### config.mk
export PLATFORM = sky130hd
export DESIGN_NAME = meg_env
export DESIGN_NICKNAME = d
export VERILOG_FILES = /design/src/core/meg_pkg.sv /design/src/core/meg_env.sv
export SDC_FILE = /design/constraint.sdc
export NUM_CORES = 2
export LEC_CHECK = 0
export BUFFER_PORTS_ARGS = -buffer_cell sky130_fd_sc_hd__buf_2
export CORE_AREA = 5 5 269 271
export DETAILED_ROUTE_END_ITERATION = 16
export DIE_AREA = 0 0 274 276
export PLACE_DENSITY = 0.76
export SLEW_MARGIN = 20
export SYNTH_ARGS = -nofsm -noshare
export SYNTH_HDL_FRONTEND = slang
export SYNTH_SLANG_ARGS = --single-unit
### constraint.sdc
create_clock -name core_clk -period 17.19 [get_ports core_clk]
set_clock_uncertainty 0.05 [all_clocks]
set_input_delay 0 -clock core_clk [delete_from_list [all_inputs] [get_ports core_clk]]
set_output_delay 0 -clock core_clk [all_outputs]
set_load 0.1 [all_outputs]
### src/core/meg_pkg.sv
// constants and types shared by the envelope generator
package meg_pkg;

  // ---------------------------------------------------------------
  // timing
  // ---------------------------------------------------------------
  localparam int CLK_NS        = 4;      // core_clk period, ns
  localparam int STEP_UNIT_NS  = 10240;  // base time unit of one step
  localparam int STEP_UNIT_CYC = STEP_UNIT_NS / CLK_NS;

  // ---------------------------------------------------------------
  // level scale and key tracking
  // ---------------------------------------------------------------
  localparam logic [6:0]  LVL_MAX    = 7'h63;  // 99
  localparam logic [6:0]  KEY_CENTER = 7'h3c;  // tracking pivot key
  localparam logic [7:0]  TRK_SPAN   = 8'h18;  // two octaves
  localparam logic [8:0]  DIV99_MUL  = 9'h14b; // x/99 ~ x*331>>15
  localparam int          DIV99_SH   = 15;

  // ---------------------------------------------------------------
  // register offsets (byte addresses)
  // ---------------------------------------------------------------
  localparam logic [3:0] OFS_TIME0 = 4'h0;
  localparam logic [3:0] OFS_TIME1 = 4'h4;
  localparam logic [3:0] OFS_CTRL  = 4'h8;
  localparam logic [3:0] OFS_STAT  = 4'hc;

  // byte lanes of TIME0/TIME1/STAT, each field 7 bits wide except the 3-bit STAT stage
  localparam int FB0 = 0;
  localparam int FB1 = 8;
  localparam int FB2 = 16;
  localparam int FB3 = 24;
  // CTRL bit positions
  localparam int CB_TRIG  = 0;   // 2 bits
  localparam int CB_TTRK  = 2;
  localparam int CB_PEDAL = 3;
  localparam int CB_MONO  = 4;
  localparam int CB_MODS  = 5;
  localparam int CB_DEPTH = 8;   // 7 bits

  // reset values
  localparam logic [31:0] RST_TIME0 = 32'h6300_0000; // sustain 99
  localparam logic [31:0] RST_TIME1 = 32'h0063_0063; // sdec 99, lvl 99
  localparam logic [31:0] RST_CTRL  = 32'h0000_0000;

  typedef enum logic [1:0] {
    TRG_NORMAL, TRG_FREE, TRG_RESET, TRG_RESET_FREE
  } meg_trig_t;

  typedef enum logic [2:0] {
    ST_IDLE, ST_DELAY, ST_ATTACK, ST_DECAY, ST_SUSTAIN, ST_RELEASE
  } meg_stage_t;

  typedef struct packed {
    logic       on;      // note-on pulse
    logic       off;     // note-off pulse
    logic       legato;  // note-on while another key is down
    logic [6:0] key;
    logic [6:0] vel;
  } meg_note_t;

  typedef struct packed {
    logic [6:0] dly;
    logic [6:0] atk;
    logic [6:0] dcy;
    logic [6:0] sus;
    logic [6:0] sdec;
    logic [6:0] rel;
    logic [6:0] lvl;
    logic [6:0] velAmt;
    meg_trig_t  trig;
    logic       timeTrk;
    logic       pedalEn;
    logic       mono;
    logic       modSel;
    logic [6:0] depth;
  } meg_cfg_t;

endpackage

### src/core/meg_env.sv
// multi-stage envelope generator for one voice
//
// Behaviour
// - velocity-to-level amount scales how much velocity raises output level
// - level setting plus velocity part saturates at 99
// - filter sees output only with nonzero depth or as mod source
// - attack rises to maximum; 0 is instant, 99 takes seconds
// - after attack maximum, decay falls toward sustain level
// - sustain level 99 skips decay entirely
// - key release, or pedal release holding note, starts release to zero
// - delay waits before attack; 0 starts attack at once
// - delay above 99 holds until key release, then continues
// - hold delay behaves as run-to-completion, stored mode unchanged
// - sustain-decay falls to 0; 99 holds, 0 drops at once
// - trigger mode has four values: normal, free, reset, reset-free
// - normal mode continues from current level; release is immediate
// - run-to-completion finishes the cycle despite early release
// - restart modes restart the cycle on every new note
// - mono legato retriggers only in restart modes
// - time tracking halves or doubles later stage times over two octaves
// - time tracking leaves attack time unchanged
// - pedal held, zero delay/attack, quick decay: release jumps to sustain
// - pedal held, release during attack jumps to sustain-decay
// - pedal held, release in delay keeps zero; free mode proceeds
// - pedal off ignores pedal; level 00 silent, 99 full
`timescale 1ns/100ps
`default_nettype none

module meg_env
  import meg_pkg::*;
#(
  parameter int TICK_CYC = STEP_UNIT_CYC
) (
  input  wire logic      core_clk,
  input  wire logic      rst_b,
  input  wire logic [3:0] regAddr,
  input  wire logic [31:0] regWdata,
  input  wire logic      regWr,
  input  wire logic      regRd,
  output logic     [31:0] regRdata,
  input  wire meg_note_t noteIn,
  input  wire logic      pedal,
  output logic     [6:0] envOut,
  output logic     [6:0] filterOut,
  output meg_stage_t     envStage
);

  // ---------------------------------------------------------------
  // parameter check
  // ---------------------------------------------------------------
  // step counter is 28 bits; 99*99*TICK_CYC*2 must fit
  if (TICK_CYC < 1 || TICK_CYC > 4095) begin : g_bad_tick
    $error("TICK_CYC out of range");
  end

  // ---------------------------------------------------------------
  // register bus
  // ---------------------------------------------------------------
  meg_cfg_t   cfg_r;
  meg_stage_t stage_r;
  meg_stage_t stagePrev_r;
  logic [6:0] level_r;
  logic [6:0] envOut_r;
  logic [6:0] filterOut_r;
  logic [31:0] regRdata_r;

  // field-wise write; config steers every stage decision
  always_ff @(posedge core_clk) begin
    if (!rst_b) begin
      cfg_r.dly     <= RST_TIME0[FB0 +: 7];
      cfg_r.atk     <= RST_TIME0[FB1 +: 7];
      cfg_r.dcy     <= RST_TIME0[FB2 +: 7];
      cfg_r.sus     <= RST_TIME0[FB3 +: 7];
      cfg_r.sdec    <= RST_TIME1[FB0 +: 7];
      cfg_r.rel     <= RST_TIME1[FB1 +: 7];
      cfg_r.lvl     <= RST_TIME1[FB2 +: 7];
      cfg_r.velAmt  <= RST_TIME1[FB3 +: 7];
      cfg_r.trig    <= meg_trig_t'(RST_CTRL[CB_TRIG +: 2]);
      cfg_r.timeTrk <= RST_CTRL[CB_TTRK];
      cfg_r.pedalEn <= RST_CTRL[CB_PEDAL];
      cfg_r.mono    <= RST_CTRL[CB_MONO];
      cfg_r.modSel  <= RST_CTRL[CB_MODS];
      cfg_r.depth   <= RST_CTRL[CB_DEPTH +: 7];
    end else if (regWr) begin
      case (regAddr)
        OFS_TIME0: begin
          cfg_r.dly <= regWdata[FB0 +: 7];
          cfg_r.atk <= regWdata[FB1 +: 7];
          cfg_r.dcy <= regWdata[FB2 +: 7];
          cfg_r.sus <= regWdata[FB3 +: 7];
        end
        OFS_TIME1: begin
          cfg_r.sdec   <= regWdata[FB0 +: 7];
          cfg_r.rel    <= regWdata[FB1 +: 7];
          cfg_r.lvl    <= regWdata[FB2 +: 7];
          cfg_r.velAmt <= regWdata[FB3 +: 7];
        end
        OFS_CTRL: begin
          // four trigger modes, bit 0 free-run, bit 1 restart
          cfg_r.trig    <= meg_trig_t'(regWdata[CB_TRIG +: 2]);
          cfg_r.timeTrk <= regWdata[CB_TTRK];
          cfg_r.pedalEn <= regWdata[CB_PEDAL];
          cfg_r.mono    <= regWdata[CB_MONO];
          cfg_r.modSel  <= regWdata[CB_MODS];
          cfg_r.depth   <= regWdata[CB_DEPTH +: 7];
        end
        default: ;
      endcase
    end
  end

  // read data stands in the cycle after the strobe; unmapped reads 0
  always_ff @(posedge core_clk) begin
    if (!rst_b) begin
      regRdata_r <= 32'h0000_0000;
    end else if (regRd) begin
      regRdata_r <= 32'h0000_0000;
      case (regAddr)
        OFS_TIME0:
          regRdata_r <= {1'b0, cfg_r.sus, 1'b0, cfg_r.dcy,
                         1'b0, cfg_r.atk, 1'b0, cfg_r.dly};
        OFS_TIME1:
          regRdata_r <= {1'b0, cfg_r.velAmt, 1'b0, cfg_r.lvl,
                         1'b0, cfg_r.rel, 1'b0, cfg_r.sdec};
        OFS_CTRL:
          regRdata_r <= {17'h0_0000, cfg_r.depth, 2'h0, cfg_r.modSel,
                         cfg_r.mono, cfg_r.pedalEn, cfg_r.timeTrk,
                         cfg_r.trig};
        OFS_STAT:
          regRdata_r <= {9'h000, envOut_r, 1'b0, level_r,
                         5'h00, stage_r};
        default: regRdata_r <= 32'h0000_0000;
      endcase
    end else begin
      regRdata_r <= 32'h0000_0000;
    end
  end

  // ---------------------------------------------------------------
  // key and pedal tracking
  // ---------------------------------------------------------------
  logic keyHeld_r;
  logic pedalPrev_r;
  logic freeRun;
  logic restartMd;
  logic holdDly;
  logic pedHeld;
  logic keyGate;
  logic relKey;
  logic pedalFall;
  logic takeNote;
  logic evAny;

  // a note-on in the same cycle as a note-off wins
  always_ff @(posedge core_clk) begin
    if (!rst_b) begin
      keyHeld_r <= 1'b0;
    end else if (noteIn.on) begin
      keyHeld_r <= 1'b1;
    end else if (noteIn.off) begin
      keyHeld_r <= 1'b0;
    end
  end

  always_ff @(posedge core_clk) begin
    if (!rst_b) begin
      pedalPrev_r <= 1'b0;
    end else begin
      pedalPrev_r <= pedal;
    end
  end

  // hold delay forces free-run without touching cfg_r.trig
  assign holdDly   = cfg_r.dly > LVL_MAX;
  assign freeRun   = cfg_r.trig[0] | holdDly;
  assign restartMd = cfg_r.trig[1];
  // pedal only counts when pedal handling is on
  assign pedHeld   = cfg_r.pedalEn & pedal;
  assign keyGate   = keyHeld_r | pedHeld;
  // free-run ignores a release part way through
  assign relKey    = noteIn.off & keyHeld_r & ~noteIn.on & ~freeRun;
  assign pedalFall = cfg_r.pedalEn & pedalPrev_r & ~pedal & ~keyHeld_r
                   & ~freeRun;
  // mono legato notes retrigger only in restart modes
  assign takeNote  = noteIn.on & ~(cfg_r.mono & noteIn.legato & ~restartMd);
  assign evAny     = noteIn.on | noteIn.off | pedalFall;

  // ---------------------------------------------------------------
  // stage step timer
  // ---------------------------------------------------------------
  logic [27:0] curPer;
  logic [27:0] tmr_r;
  logic        tick;

  // square law table: monotonic, 0 gives 0
  function automatic logic [27:0] stepPer(input logic [6:0] v,
                                          input logic       trk,
                                          input logic [6:0] key);
    logic [27:0] base;
    logic [7:0]  d;
    logic [7:0]  f;
    logic [35:0] prod;
    base = 28'(v * v * 28'(TICK_CYC));
    d    = 8'(key) - 8'(KEY_CENTER);
    f    = 8'h40;
    // linear fit of 2^(-d/24), factor 64 = 1.0
    if (trk) begin
      if (!d[7]) begin
        if (d > TRK_SPAN) d = TRK_SPAN;
        // widen first: 24 keys times 43 overflows eight bits
        f = 8'h40 - 8'((16'(d) * 16'd43) >> 5);
      end else begin
        d = 8'h00 - d;
        if (d > TRK_SPAN) d = TRK_SPAN;
        f = 8'h40 + 8'((16'(d) * 16'd171) >> 6);
      end
    end
    prod    = 36'(base) * 36'(f);
    stepPer = 28'(prod >> 6);
  endfunction

  // attack and delay never take key tracking
  always_comb begin
    case (stage_r)
      ST_DELAY:   curPer = stepPer(cfg_r.dly, 1'b0, noteIn.key);
      ST_ATTACK:  curPer = stepPer(cfg_r.atk, 1'b0, noteIn.key);
      ST_DECAY:   curPer = stepPer(cfg_r.dcy, cfg_r.timeTrk, noteIn.key);
      ST_SUSTAIN: curPer = stepPer(cfg_r.sdec, cfg_r.timeTrk, noteIn.key);
      ST_RELEASE: curPer = stepPer(cfg_r.rel, cfg_r.timeTrk, noteIn.key);
      default:    curPer = 28'h000_0001;
    endcase
  end

  // restart the count on every stage change so a stage gets full steps
  assign tick = (tmr_r + 28'h000_0001 >= curPer);

  always_ff @(posedge core_clk) begin
    if (!rst_b) begin
      tmr_r       <= 28'h000_0000;
      stagePrev_r <= ST_IDLE;
    end else begin
      stagePrev_r <= stage_r;
      if (tick || stage_r != stagePrev_r) begin
        tmr_r <= 28'h000_0000;
      end else begin
        tmr_r <= tmr_r + 28'h000_0001;
      end
    end
  end

  // ---------------------------------------------------------------
  // stage machine
  // ---------------------------------------------------------------
  logic [6:0] dlyCnt_r;
  logic       quickEnv;

  assign quickEnv = (cfg_r.dly == 7'h00) && (cfg_r.atk == 7'h00)
                 && (cfg_r.dcy == 7'h00 || cfg_r.sus == LVL_MAX);

  always_ff @(posedge core_clk) begin
    if (!rst_b) begin
      stage_r  <= ST_IDLE;
      level_r  <= 7'h00;
      dlyCnt_r <= 7'h00;
    end else if (takeNote) begin
      if (restartMd || stage_r == ST_IDLE) begin
        stage_r  <= ST_DELAY;
        level_r  <= 7'h00;
        dlyCnt_r <= 7'h00;
      end else if (stage_r == ST_RELEASE) begin
        stage_r <= ST_ATTACK;        // continue from current level
      end
    end else if (relKey) begin
      if (pedHeld) begin
        if (quickEnv) begin
          stage_r <= ST_SUSTAIN;
        end else if (stage_r == ST_ATTACK) begin
          stage_r <= ST_SUSTAIN;
        end else if (stage_r == ST_DELAY) begin
          stage_r <= ST_IDLE;        // output stays at zero
          level_r <= 7'h00;
        end
      end else if (stage_r != ST_IDLE) begin
        stage_r <= ST_RELEASE;
      end
    end else if (pedalFall) begin
      // pedal was the only thing holding the note
      if (stage_r != ST_IDLE) begin
        stage_r <= ST_RELEASE;
      end
    end else begin
      case (stage_r)
        ST_DELAY: begin
          if (holdDly) begin
            if (!keyHeld_r) stage_r <= ST_ATTACK;
          end else if (dlyCnt_r >= cfg_r.dly) begin
            stage_r <= ST_ATTACK;
          end else if (tick) begin
            dlyCnt_r <= dlyCnt_r + 7'h01;
          end
        end
        ST_ATTACK: begin
          if (level_r >= LVL_MAX) begin
            stage_r <= (cfg_r.sus >= LVL_MAX) ? ST_SUSTAIN : ST_DECAY;
          end else if (cfg_r.atk == 7'h00) begin
            level_r <= LVL_MAX;
          end else if (tick) begin
            level_r <= level_r + 7'h01;
          end
        end
        ST_DECAY: begin
          if (level_r <= cfg_r.sus) begin
            stage_r <= ST_SUSTAIN;
          end else if (cfg_r.dcy == 7'h00) begin
            level_r <= cfg_r.sus;
          end else if (tick) begin
            level_r <= level_r - 7'h01;
          end
        end
        ST_SUSTAIN: begin
          if (freeRun && !keyGate) begin
            stage_r <= ST_RELEASE;
          end else if (cfg_r.sdec >= LVL_MAX || level_r == 7'h00) begin
            level_r <= level_r;
          end else if (cfg_r.sdec == 7'h00) begin
            level_r <= 7'h00;
          end else if (tick) begin
            level_r <= level_r - 7'h01;
          end
        end
        ST_RELEASE: begin
          if (level_r == 7'h00) begin
            stage_r <= ST_IDLE;
          end else if (cfg_r.rel == 7'h00) begin
            level_r <= 7'h00;
          end else if (tick) begin
            level_r <= level_r - 7'h01;
          end
        end
        default: stage_r <= ST_IDLE;
      endcase
    end
  end

  // ---------------------------------------------------------------
  // output scaling
  // ---------------------------------------------------------------
  logic [13:0] velProd;
  logic [7:0]  lvlSum;
  logic [6:0]  effLvl;
  logic [22:0] outProd;
  logic [7:0]  outScl;

  // velocity part is velAmt*vel/128, so 0 adds nothing
  assign velProd = cfg_r.velAmt * noteIn.vel;
  assign lvlSum  = {1'b0, cfg_r.lvl} + {1'b0, velProd[13:7]};
  // saturate: the sum can reach 253 but output never passes 99
  assign effLvl  = (lvlSum > {1'b0, LVL_MAX}) ? LVL_MAX : lvlSum[6:0];
  // level 00 gives silence, 99 full scale
  assign outProd = 23'(level_r) * 23'(effLvl) * 23'(DIV99_MUL);
  assign outScl  = 8'(outProd >> DIV99_SH);

  always_ff @(posedge core_clk) begin
    if (!rst_b) begin
      envOut_r    <= 7'h00;
      filterOut_r <= 7'h00;
    end else begin
      envOut_r <= (outScl > {1'b0, LVL_MAX}) ? LVL_MAX : outScl[6:0];
      // filter path only when depth is set or routed as source
      if (cfg_r.depth != 7'h00 || cfg_r.modSel) begin
        filterOut_r <= envOut_r;
      end else begin
        filterOut_r <= 7'h00;
      end
    end
  end

  assign regRdata  = regRdata_r;
  assign envOut    = envOut_r;
  assign filterOut = filterOut_r;
  assign envStage  = stage_r;
endmodule

`default_nettype wire

# After elaboration in Yosys (flattened, before gate mapping)
# Index checks and enable logic that the tools add are counted.
# op_classes
addsub,13
multipliers,22
n_lt_le_gt_ge,11
eq_ne,34
n_mux,73
bitwise_logic,20
reduce_logical,33
# ops
cell,count
$mux 7,29
$mux 8,20
$pmux 28 s5,1
$pmux 31 s4,1
$mul 7x7->14,7
$mul 14x3->17 const B,5
$mul 17x8->25,3
$mux 3,18
$logic_not 7->1,6
$mul 8x8->14 const B,3
$mul 8x6->13 const B,3
$add 28x1->28 const B,1
$ge 28x28->1,1
$pmux 7 s4,1
$add 7x8->8 const A,3
$sub 7x8->8 const A,3
$mul 14x9->23 const B,1
$ge 7x7->1 const B,3
$ne 4x4->1 const B,5
$gt 8x5->1 const B,2
$gt 8x7->1 const B,2
$pmux 3 s5,1
$add 7x1->7 const B,2
$reduce_and 13->1,1
41 further kinds,84
# word_totals
register_bits,165

# Logic depth before layout (Yosys ltp)
# logic_depth
depth_word,23
ltp_mapped,63
ltp_nobuf,62

# Least setup slack after synthesis
# OpenSTA, ideal clock, no wires.
# synth_timing
path_type,reg-to-reg
startpoint,reg cfg_r[18] in the netlist's numbering
endpoint,"reg envOut_r[1], in the netlist envOut[1]"
setup_ps,120
t_arrival_ps,13262
t_required_ps,17020
setup_slack_ps,3758
path_stages_with_launch,52
path_buffers,2
synth_period_minus_slack_ps,13432
path_cell_list,dfxtp_1 -> clkbuf_1 -> and2_1 -> fa_1 -> inv_1 -> fa_1 -> fa_1 -> inv_1 -> fa_1 -> ha_1 -> a21oi_1 -> o21bai_1 -> a211oi_1 -> xnor2_1 -> ha_1 -> clkbuf_1 -> a21o_1 -> a311o_1 -> (+16 left out) -> o21a_1 -> o41ai_1 -> xor2_1 -> ha_1 -> ha_1 -> fa_1 -> fa_1 -> ha_1 -> and3_1 -> a221o_1 -> a21oi_1 -> o21ai_0 -> a21oi_1 -> o21ai_1 -> o311ai_0 -> mux2i_1 -> nor2_1 -> o31a_1
# synth_between
elab_chain_cells,8
# synth_rtl
element,line,rtl
start: declaration,meg_env.sv:59,meg_cfg_t cfg_r;
$mul 7x7->14 *,meg_env.sv:355,assign velProd = cfg_r.velAmt * noteIn.vel;
$add 7x7->8 *,meg_env.sv:356,"assign lvlSum = {1'b0, cfg_r.lvl} + {1'b0, velProd[13:7]};"
$gt 8x7->1,meg_env.sv:358,"assign effLvl = (lvlSum > {1'b0, LVL_MAX}) ? LVL_MAX : lvlSum[6:0];"
$mux 7 *,meg_env.sv:358,
$mul 7x7->14 *,meg_env.sv:360,assign outProd = 23'(level_r) * 23'(effLvl) * 23'(DIV99_MUL);
$mul 14x9->23 *,meg_env.sv:360,
$gt 8x7->1,meg_env.sv:368,"envOut_r <= (outScl > {1'b0, LVL_MAX}) ? LVL_MAX : outScl[6:0];"
$mux 7 *,meg_env.sv:368,
end signal: assignment,meg_env.sv:368,
end: declaration,meg_env.sv:63,logic [6:0] envOut_r;
# Mark *: on every way between the ends. The rest lies on a longest branch, timed or not.
# A chain may end at the register's enable or synchronous reset.

# Worst setup path after layout
# layout_timing
startpoint,reg cfg_r[17] in the netlist's numbering
endpoint,"reg envOut_r[1], in the netlist envOut[1]"
# Same word-level chain as after synthesis.

==> summary.md <==
| Metric | Value |
|---|---|
| M2 GR Usage | approximately 42% |
| Delay of the slowest cell on the worst path | between 700 and 800 ps |
| Number of setup violations in the final report | 0 |
| Flip-flop and latch count after synthesis | about 160 |
| Remaining antenna violation count | 0 |
| Class of the most critical hold timing path | in2reg |
| Post-route clock period utilization | 88.2% |
| Crit path to | envOut[1]$_SDFF_PN0_ |
| Synth Instances | about 4400 |
| Detailed-route DRC error count | 0 |
| Total negative setup slack | 0 ps |
| Number of violations reported at the end of detailed-routing iteration 0 | between 2000 and 3000 |
| Initial antenna violation count | 0 |
| Utilization of the core after routing | a little under three fifths |
| Count of yosys warnings during synthesis | 0 |
| Static leakage | slightly below 20 nW |
| Post-synthesis async set-or-reset flop share | 0% |
| Number of filler instances in the final layout | around 6300 |
| Slowest cell on the critical path | sky130_fd_sc_hd__nor3b_1 |
| Number of global-route vias before repair | between 30000 and 40000 |
| Wirelength, routed | around 98000 um |
| Peak supply drop | 0.256 mV |
| Cell Area, Synth | around 0.036 sq mm |
| Proportion of synthesized chip area in sequential cells | 8.85% |
| Number of antenna diodes | 0 |
| Reported max-cap violation count | 0 |
| Max-slew violation count | 0 |
| I/O pin count | 107 |
| RSZ-0062 raised after global routing | false |
| Final Net Count | 5603 |
| Detailed-router iteration count before antenna repair | 6 |
| Clk Latency, worst-skew pair | roughly 500 ps |
| Worst Setup Start Kind | register |
| Flop-to-flop setup slack | between 2000 and 2500 ps |
| Post-Syn Area per Cell | between 8 and 9 sq um |
| Clock buffer count from CTS | 17 |
| Maximum clock frequency | approximately 0.066 GHz |
| Met1 track utilization from global routing | 33.0% |
| Power per Cell Area | 71.4 mW/mm^2 |
| Endpoint of the worst register-to-register path | envOut[1]$_SDFF_PN0_ |
| Rows | 97 |
| R2R Path Start | cfg_r[17]$_SDFFE_PN0P_ |
| Cells on worst reg2reg path | 53 |
| Rel. slew slack | roughly 16% |
| Overall overflow remaining after global route | 0 |
| Worst EP arrival | around 16000 ps |
| Actual slew at the worst max-slew pin | 1250 ps |
| Clock tree from TritonCTS | built |
| Clock slew at the register clock pins of the worst setup and hold paths | around 80 ps |
| Global-route wire length before repair | 159000 um |
| Mean routed wirelength per cell | approximately 18 um |
| Area growth from synthesis to layout | 6.98% |
| Met3 routing resource usage after global routing | under 10% |
| Number of hold violations in the final report | 0 |
| Port buffer count | 98 |
| Top flip-flop cell by instance count after synthesis | sky130_fd_sc_hd__dfxtp_1 |
| Die ar. | roughly 0.076 sq mm |
| Post-synthesis cell type count | 96 |
| Per-cell via count in the routed design | ~5.7 |
| Minimum period implied by the final worst setup slack | between 15000 and 20000 ps |
| Clock root cell | sky130_fd_sc_hd__clkbuf_16 |
| GRT Overall Usage | around 26% |
| Hpwl dp | approximately 78000 um |
| Fraction of final layout cells sized beyond drive strength 1 | 6.40% |
| Setup crit end kind | register |
| # H-tree levels | 4 |
| Top cell by count, worst path | sky130_fd_sc_hd__fa_1 |
| Effective utilization at floorplan | roughly 52% |
| Depth of the critical timing path with buffers and inverters included | 53 |
| Busiest metal layer after global routing | met2 |
| Total via count in the routed design | 31400 |
| Y dimension of the die | 276 um |
| Critical setup path kind | reg2reg |
| Post-cts resize count | 0 |
| Longest Clk Path Bufs | 2 |
| Area of the core | 0.0695 sq mm |
| Worst Setup SP | cfg_r[17]$_SDFFE_PN0P_ |
| Crit path required time | ~18000 ps |
| Outcome | finished, final reports clean |
| Maximum number of pins on one net before global-route repair | between 60 and 70 |
| Number of setup buffers added after CTS | 0 |
| GPL Wtd Cong | 0.961 |
| Highest fanout seen on the critical path | 9 |
| Worst path buffer plus inverter count | 5 |
| Clock sink count | roughly 160 |
| Count of flip-flops with a built-in enable after synthesis | 0 |
| Die X | approximately 270 um |
| Top delay family on crit path | adder cells |
synthesized netlist by cell type (19+ instances only):
| cell type | number | area [sq um] |
|---|---|---|
| sky130_fd_sc_hd__inv_1 | 635 | 2380 |
| sky130_fd_sc_hd__ha_1 | 611 | 7640 |
| sky130_fd_sc_hd__nand2_1 | 462 | 1730 |
| sky130_fd_sc_hd__fa_1 | 417 | 8350 |
| sky130_fd_sc_hd__nor2_1 | 399 | 1500 |
| sky130_fd_sc_hd__a21oi_1 | 224 | 1120 |
| sky130_fd_sc_hd__dfxtp_1 | 161 | 3220 |
| sky130_fd_sc_hd__xnor2_1 | 159 | 1390 |
| sky130_fd_sc_hd__o21ai_0 | 134 | 671 |
| sky130_fd_sc_hd__clkbuf_1 | 127 | 477 |
| sky130_fd_sc_hd__and2_1 | 120 | 751 |
| sky130_fd_sc_hd__xor2_1 | 100 | 876 |
| sky130_fd_sc_hd__nand3_1 | 72 | 360 |
| sky130_fd_sc_hd__a21o_1 | 71 | 533 |
| sky130_fd_sc_hd__nor2b_1 | 63 | 394 |
| sky130_fd_sc_hd__nor3_1 | 59 | 295 |
| sky130_fd_sc_hd__nand2b_1 | 48 | 300 |
| sky130_fd_sc_hd__a22oi_1 | 47 | 353 |
| sky130_fd_sc_hd__or2_2 | 36 | 225 |
| sky130_fd_sc_hd__a31oi_1 | 32 | 200 |
| sky130_fd_sc_hd__a21oi_2 | 31 | 272 |
| sky130_fd_sc_hd__o21bai_1 | 29 | 218 |
| sky130_fd_sc_hd__and3_1 | 28 | 175 |
| sky130_fd_sc_hd__o21a_1 | 27 | 203 |
| sky130_fd_sc_hd__a211oi_1 | 25 | 188 |
| sky130_fd_sc_hd__o22ai_1 | 24 | 150 |
| sky130_fd_sc_hd__nand4_1 | 19 | 119 |
cells in the final DEF, fill, tap and decap left out, types with 30 or more instances in the layout:
| master | count |
|---|---|
| sky130_fd_sc_hd__a21o_1 | 71 |
| sky130_fd_sc_hd__a21oi_1 | 224 |
| sky130_fd_sc_hd__a21oi_2 | 31 |
| sky130_fd_sc_hd__a22oi_1 | 47 |
| sky130_fd_sc_hd__a31oi_1 | 31 |
| sky130_fd_sc_hd__and2_1 | 120 |
| sky130_fd_sc_hd__buf_2 | 98 |
| sky130_fd_sc_hd__buf_4 | 47 |
| sky130_fd_sc_hd__conb_1 | 30 |
| sky130_fd_sc_hd__dfxtp_1 | 161 |
| sky130_fd_sc_hd__dlygate4sd3_1 | 39 |
| sky130_fd_sc_hd__fa_1 | 417 |
| sky130_fd_sc_hd__ha_1 | 611 |
| sky130_fd_sc_hd__inv_1 | 634 |
| sky130_fd_sc_hd__nand2_1 | 461 |
| sky130_fd_sc_hd__nand2b_1 | 48 |
| sky130_fd_sc_hd__nand3_1 | 72 |
| sky130_fd_sc_hd__nor2_1 | 399 |
| sky130_fd_sc_hd__nor2b_1 | 63 |
| sky130_fd_sc_hd__nor3_1 | 57 |
| sky130_fd_sc_hd__o21ai_0 | 134 |
| sky130_fd_sc_hd__or2_2 | 36 |
| sky130_fd_sc_hd__xnor2_1 | 159 |
| sky130_fd_sc_hd__xor2_1 | 100 |
tightest hold or removal path: stages:
cell and delay [ps]:
sky130_fd_sc_hd__buf_2 120, sky130_fd_sc_hd__nor4b_2 50, sky130_fd_sc_hd__buf_4 260, sky130_fd_sc_hd__nand2_1 120, sky130_fd_sc_hd__a21oi_1 50
sequential cells by signal (all words and copies together) (netlist names):
name and flops:
envOut 7, envStage 3, pedalPrev_r 1, filterOut 7, dlyCnt_r 7, level_r 7, tmr_r 28, keyHeld_r 1
stagePrev_r 3, cfg_r 69, regRdata 28
how the worst min path moves through the flow:
| stage | start | slack (ps) | end | cells after the start |
|---|---|---|---|---|
| 2_1_floorplan | pedal | 70 | pedalPrev_r$_SDFF_PN0_ | 1 |
| 3_3_place_gp | regWdata[6] | 180 | cfg_r[40]$_SDFFE_PN1P_ | 3 |
| 3_5_place_dp | regWdata[6] | 190 | cfg_r[40]$_SDFFE_PN1P_ | 3 |
| 4_1_cts | regAddr[1] | 70 | regRdata[4]$_SDFF_PN0_ | 5 |
| 5_1_grt | regAddr[1] | 140 | regRdata[17]$_SDFF_PN0_ | 5 |
| 6_report | regAddr[1] | 110 | regRdata[17]$_SDFF_PN0_ | 5 |
through the flow:
| stage | std cells | total power, mW | instance area, sq um | hold WS (ps) | worst slack [ps] |
|---|---|---|---|---|---|
| floorplan | 4469 | 1.85 | 36500 | 71.7 | 3760 |
| global placement | 5399 | 2.30 | 38000 | 181 | 2340 |
| detailed placement | 5399 | 2.36 | 38000 | 191 | 2110 |
| CTS | 5470 | 2.78 | 39000 | 74.7 | 2020 |
| global route | 5470 | 3.06 | 39000 | 138 | 1050 |
| finish | 5470 | 2.78 | 39000 | 109 | 2020 |
power breakdown:
group / internal [mW] / switching [mW] / total (mW)
Clock: 0.200 / 0.205 / 0.406
Sequential: 0.387 / 0.0270 / 0.414
Combinational: 0.750 / 1.21 / 1.96
Total: 1.34 / 1.44 / 2.78
area by class of cell:
cell class | count | area (sq um) | area share [%]
clock buffer | 17 | 425 | 1.09
clock inverter | 15 | 204 | 0.523
inverter | 639 | 2400 | 6.15
multi-input combinational | 3514 | 30300 | 77.8
sequential | 161 | 3220 | 8.27
tap | 940 | 1180 | 3.02
timing repair buffer | 184 | 1230 | 3.16
kinds of logic (layout without fill, tap and decap cells):
group | Yosys count | after routing | share of synthesized area, %
other cells | 2 | 30 | 0.0206
xor+xnor | 260 | 260 | 6.27
buf+inv | 794 | 855 | 8.34
simple gates | 1376 | 1376 | 17.6
fa+ha+maj | 1028 | 1028 | 43.9
mux | 17 | 17 | 0.505
flops | 161 | 161 | 8.85
compound gates | 803 | 803 | 14.6
per-layer routing:
layer / vias up / share of wire, %
li1: 14800 / -
met4: 0 / 5.3
met5: - / 0
met2: 1203 / 46
met3: 266 / 8.0
met1: 15000 / 41
what timing repair did:
action,4_1_cts,5_1_grt
endpoints found under the setup margin,0,0
hold buffers,39,0
endpoints found under the hold margin,80,0
No activity file was read; power rests on OpenSTA's default activity.
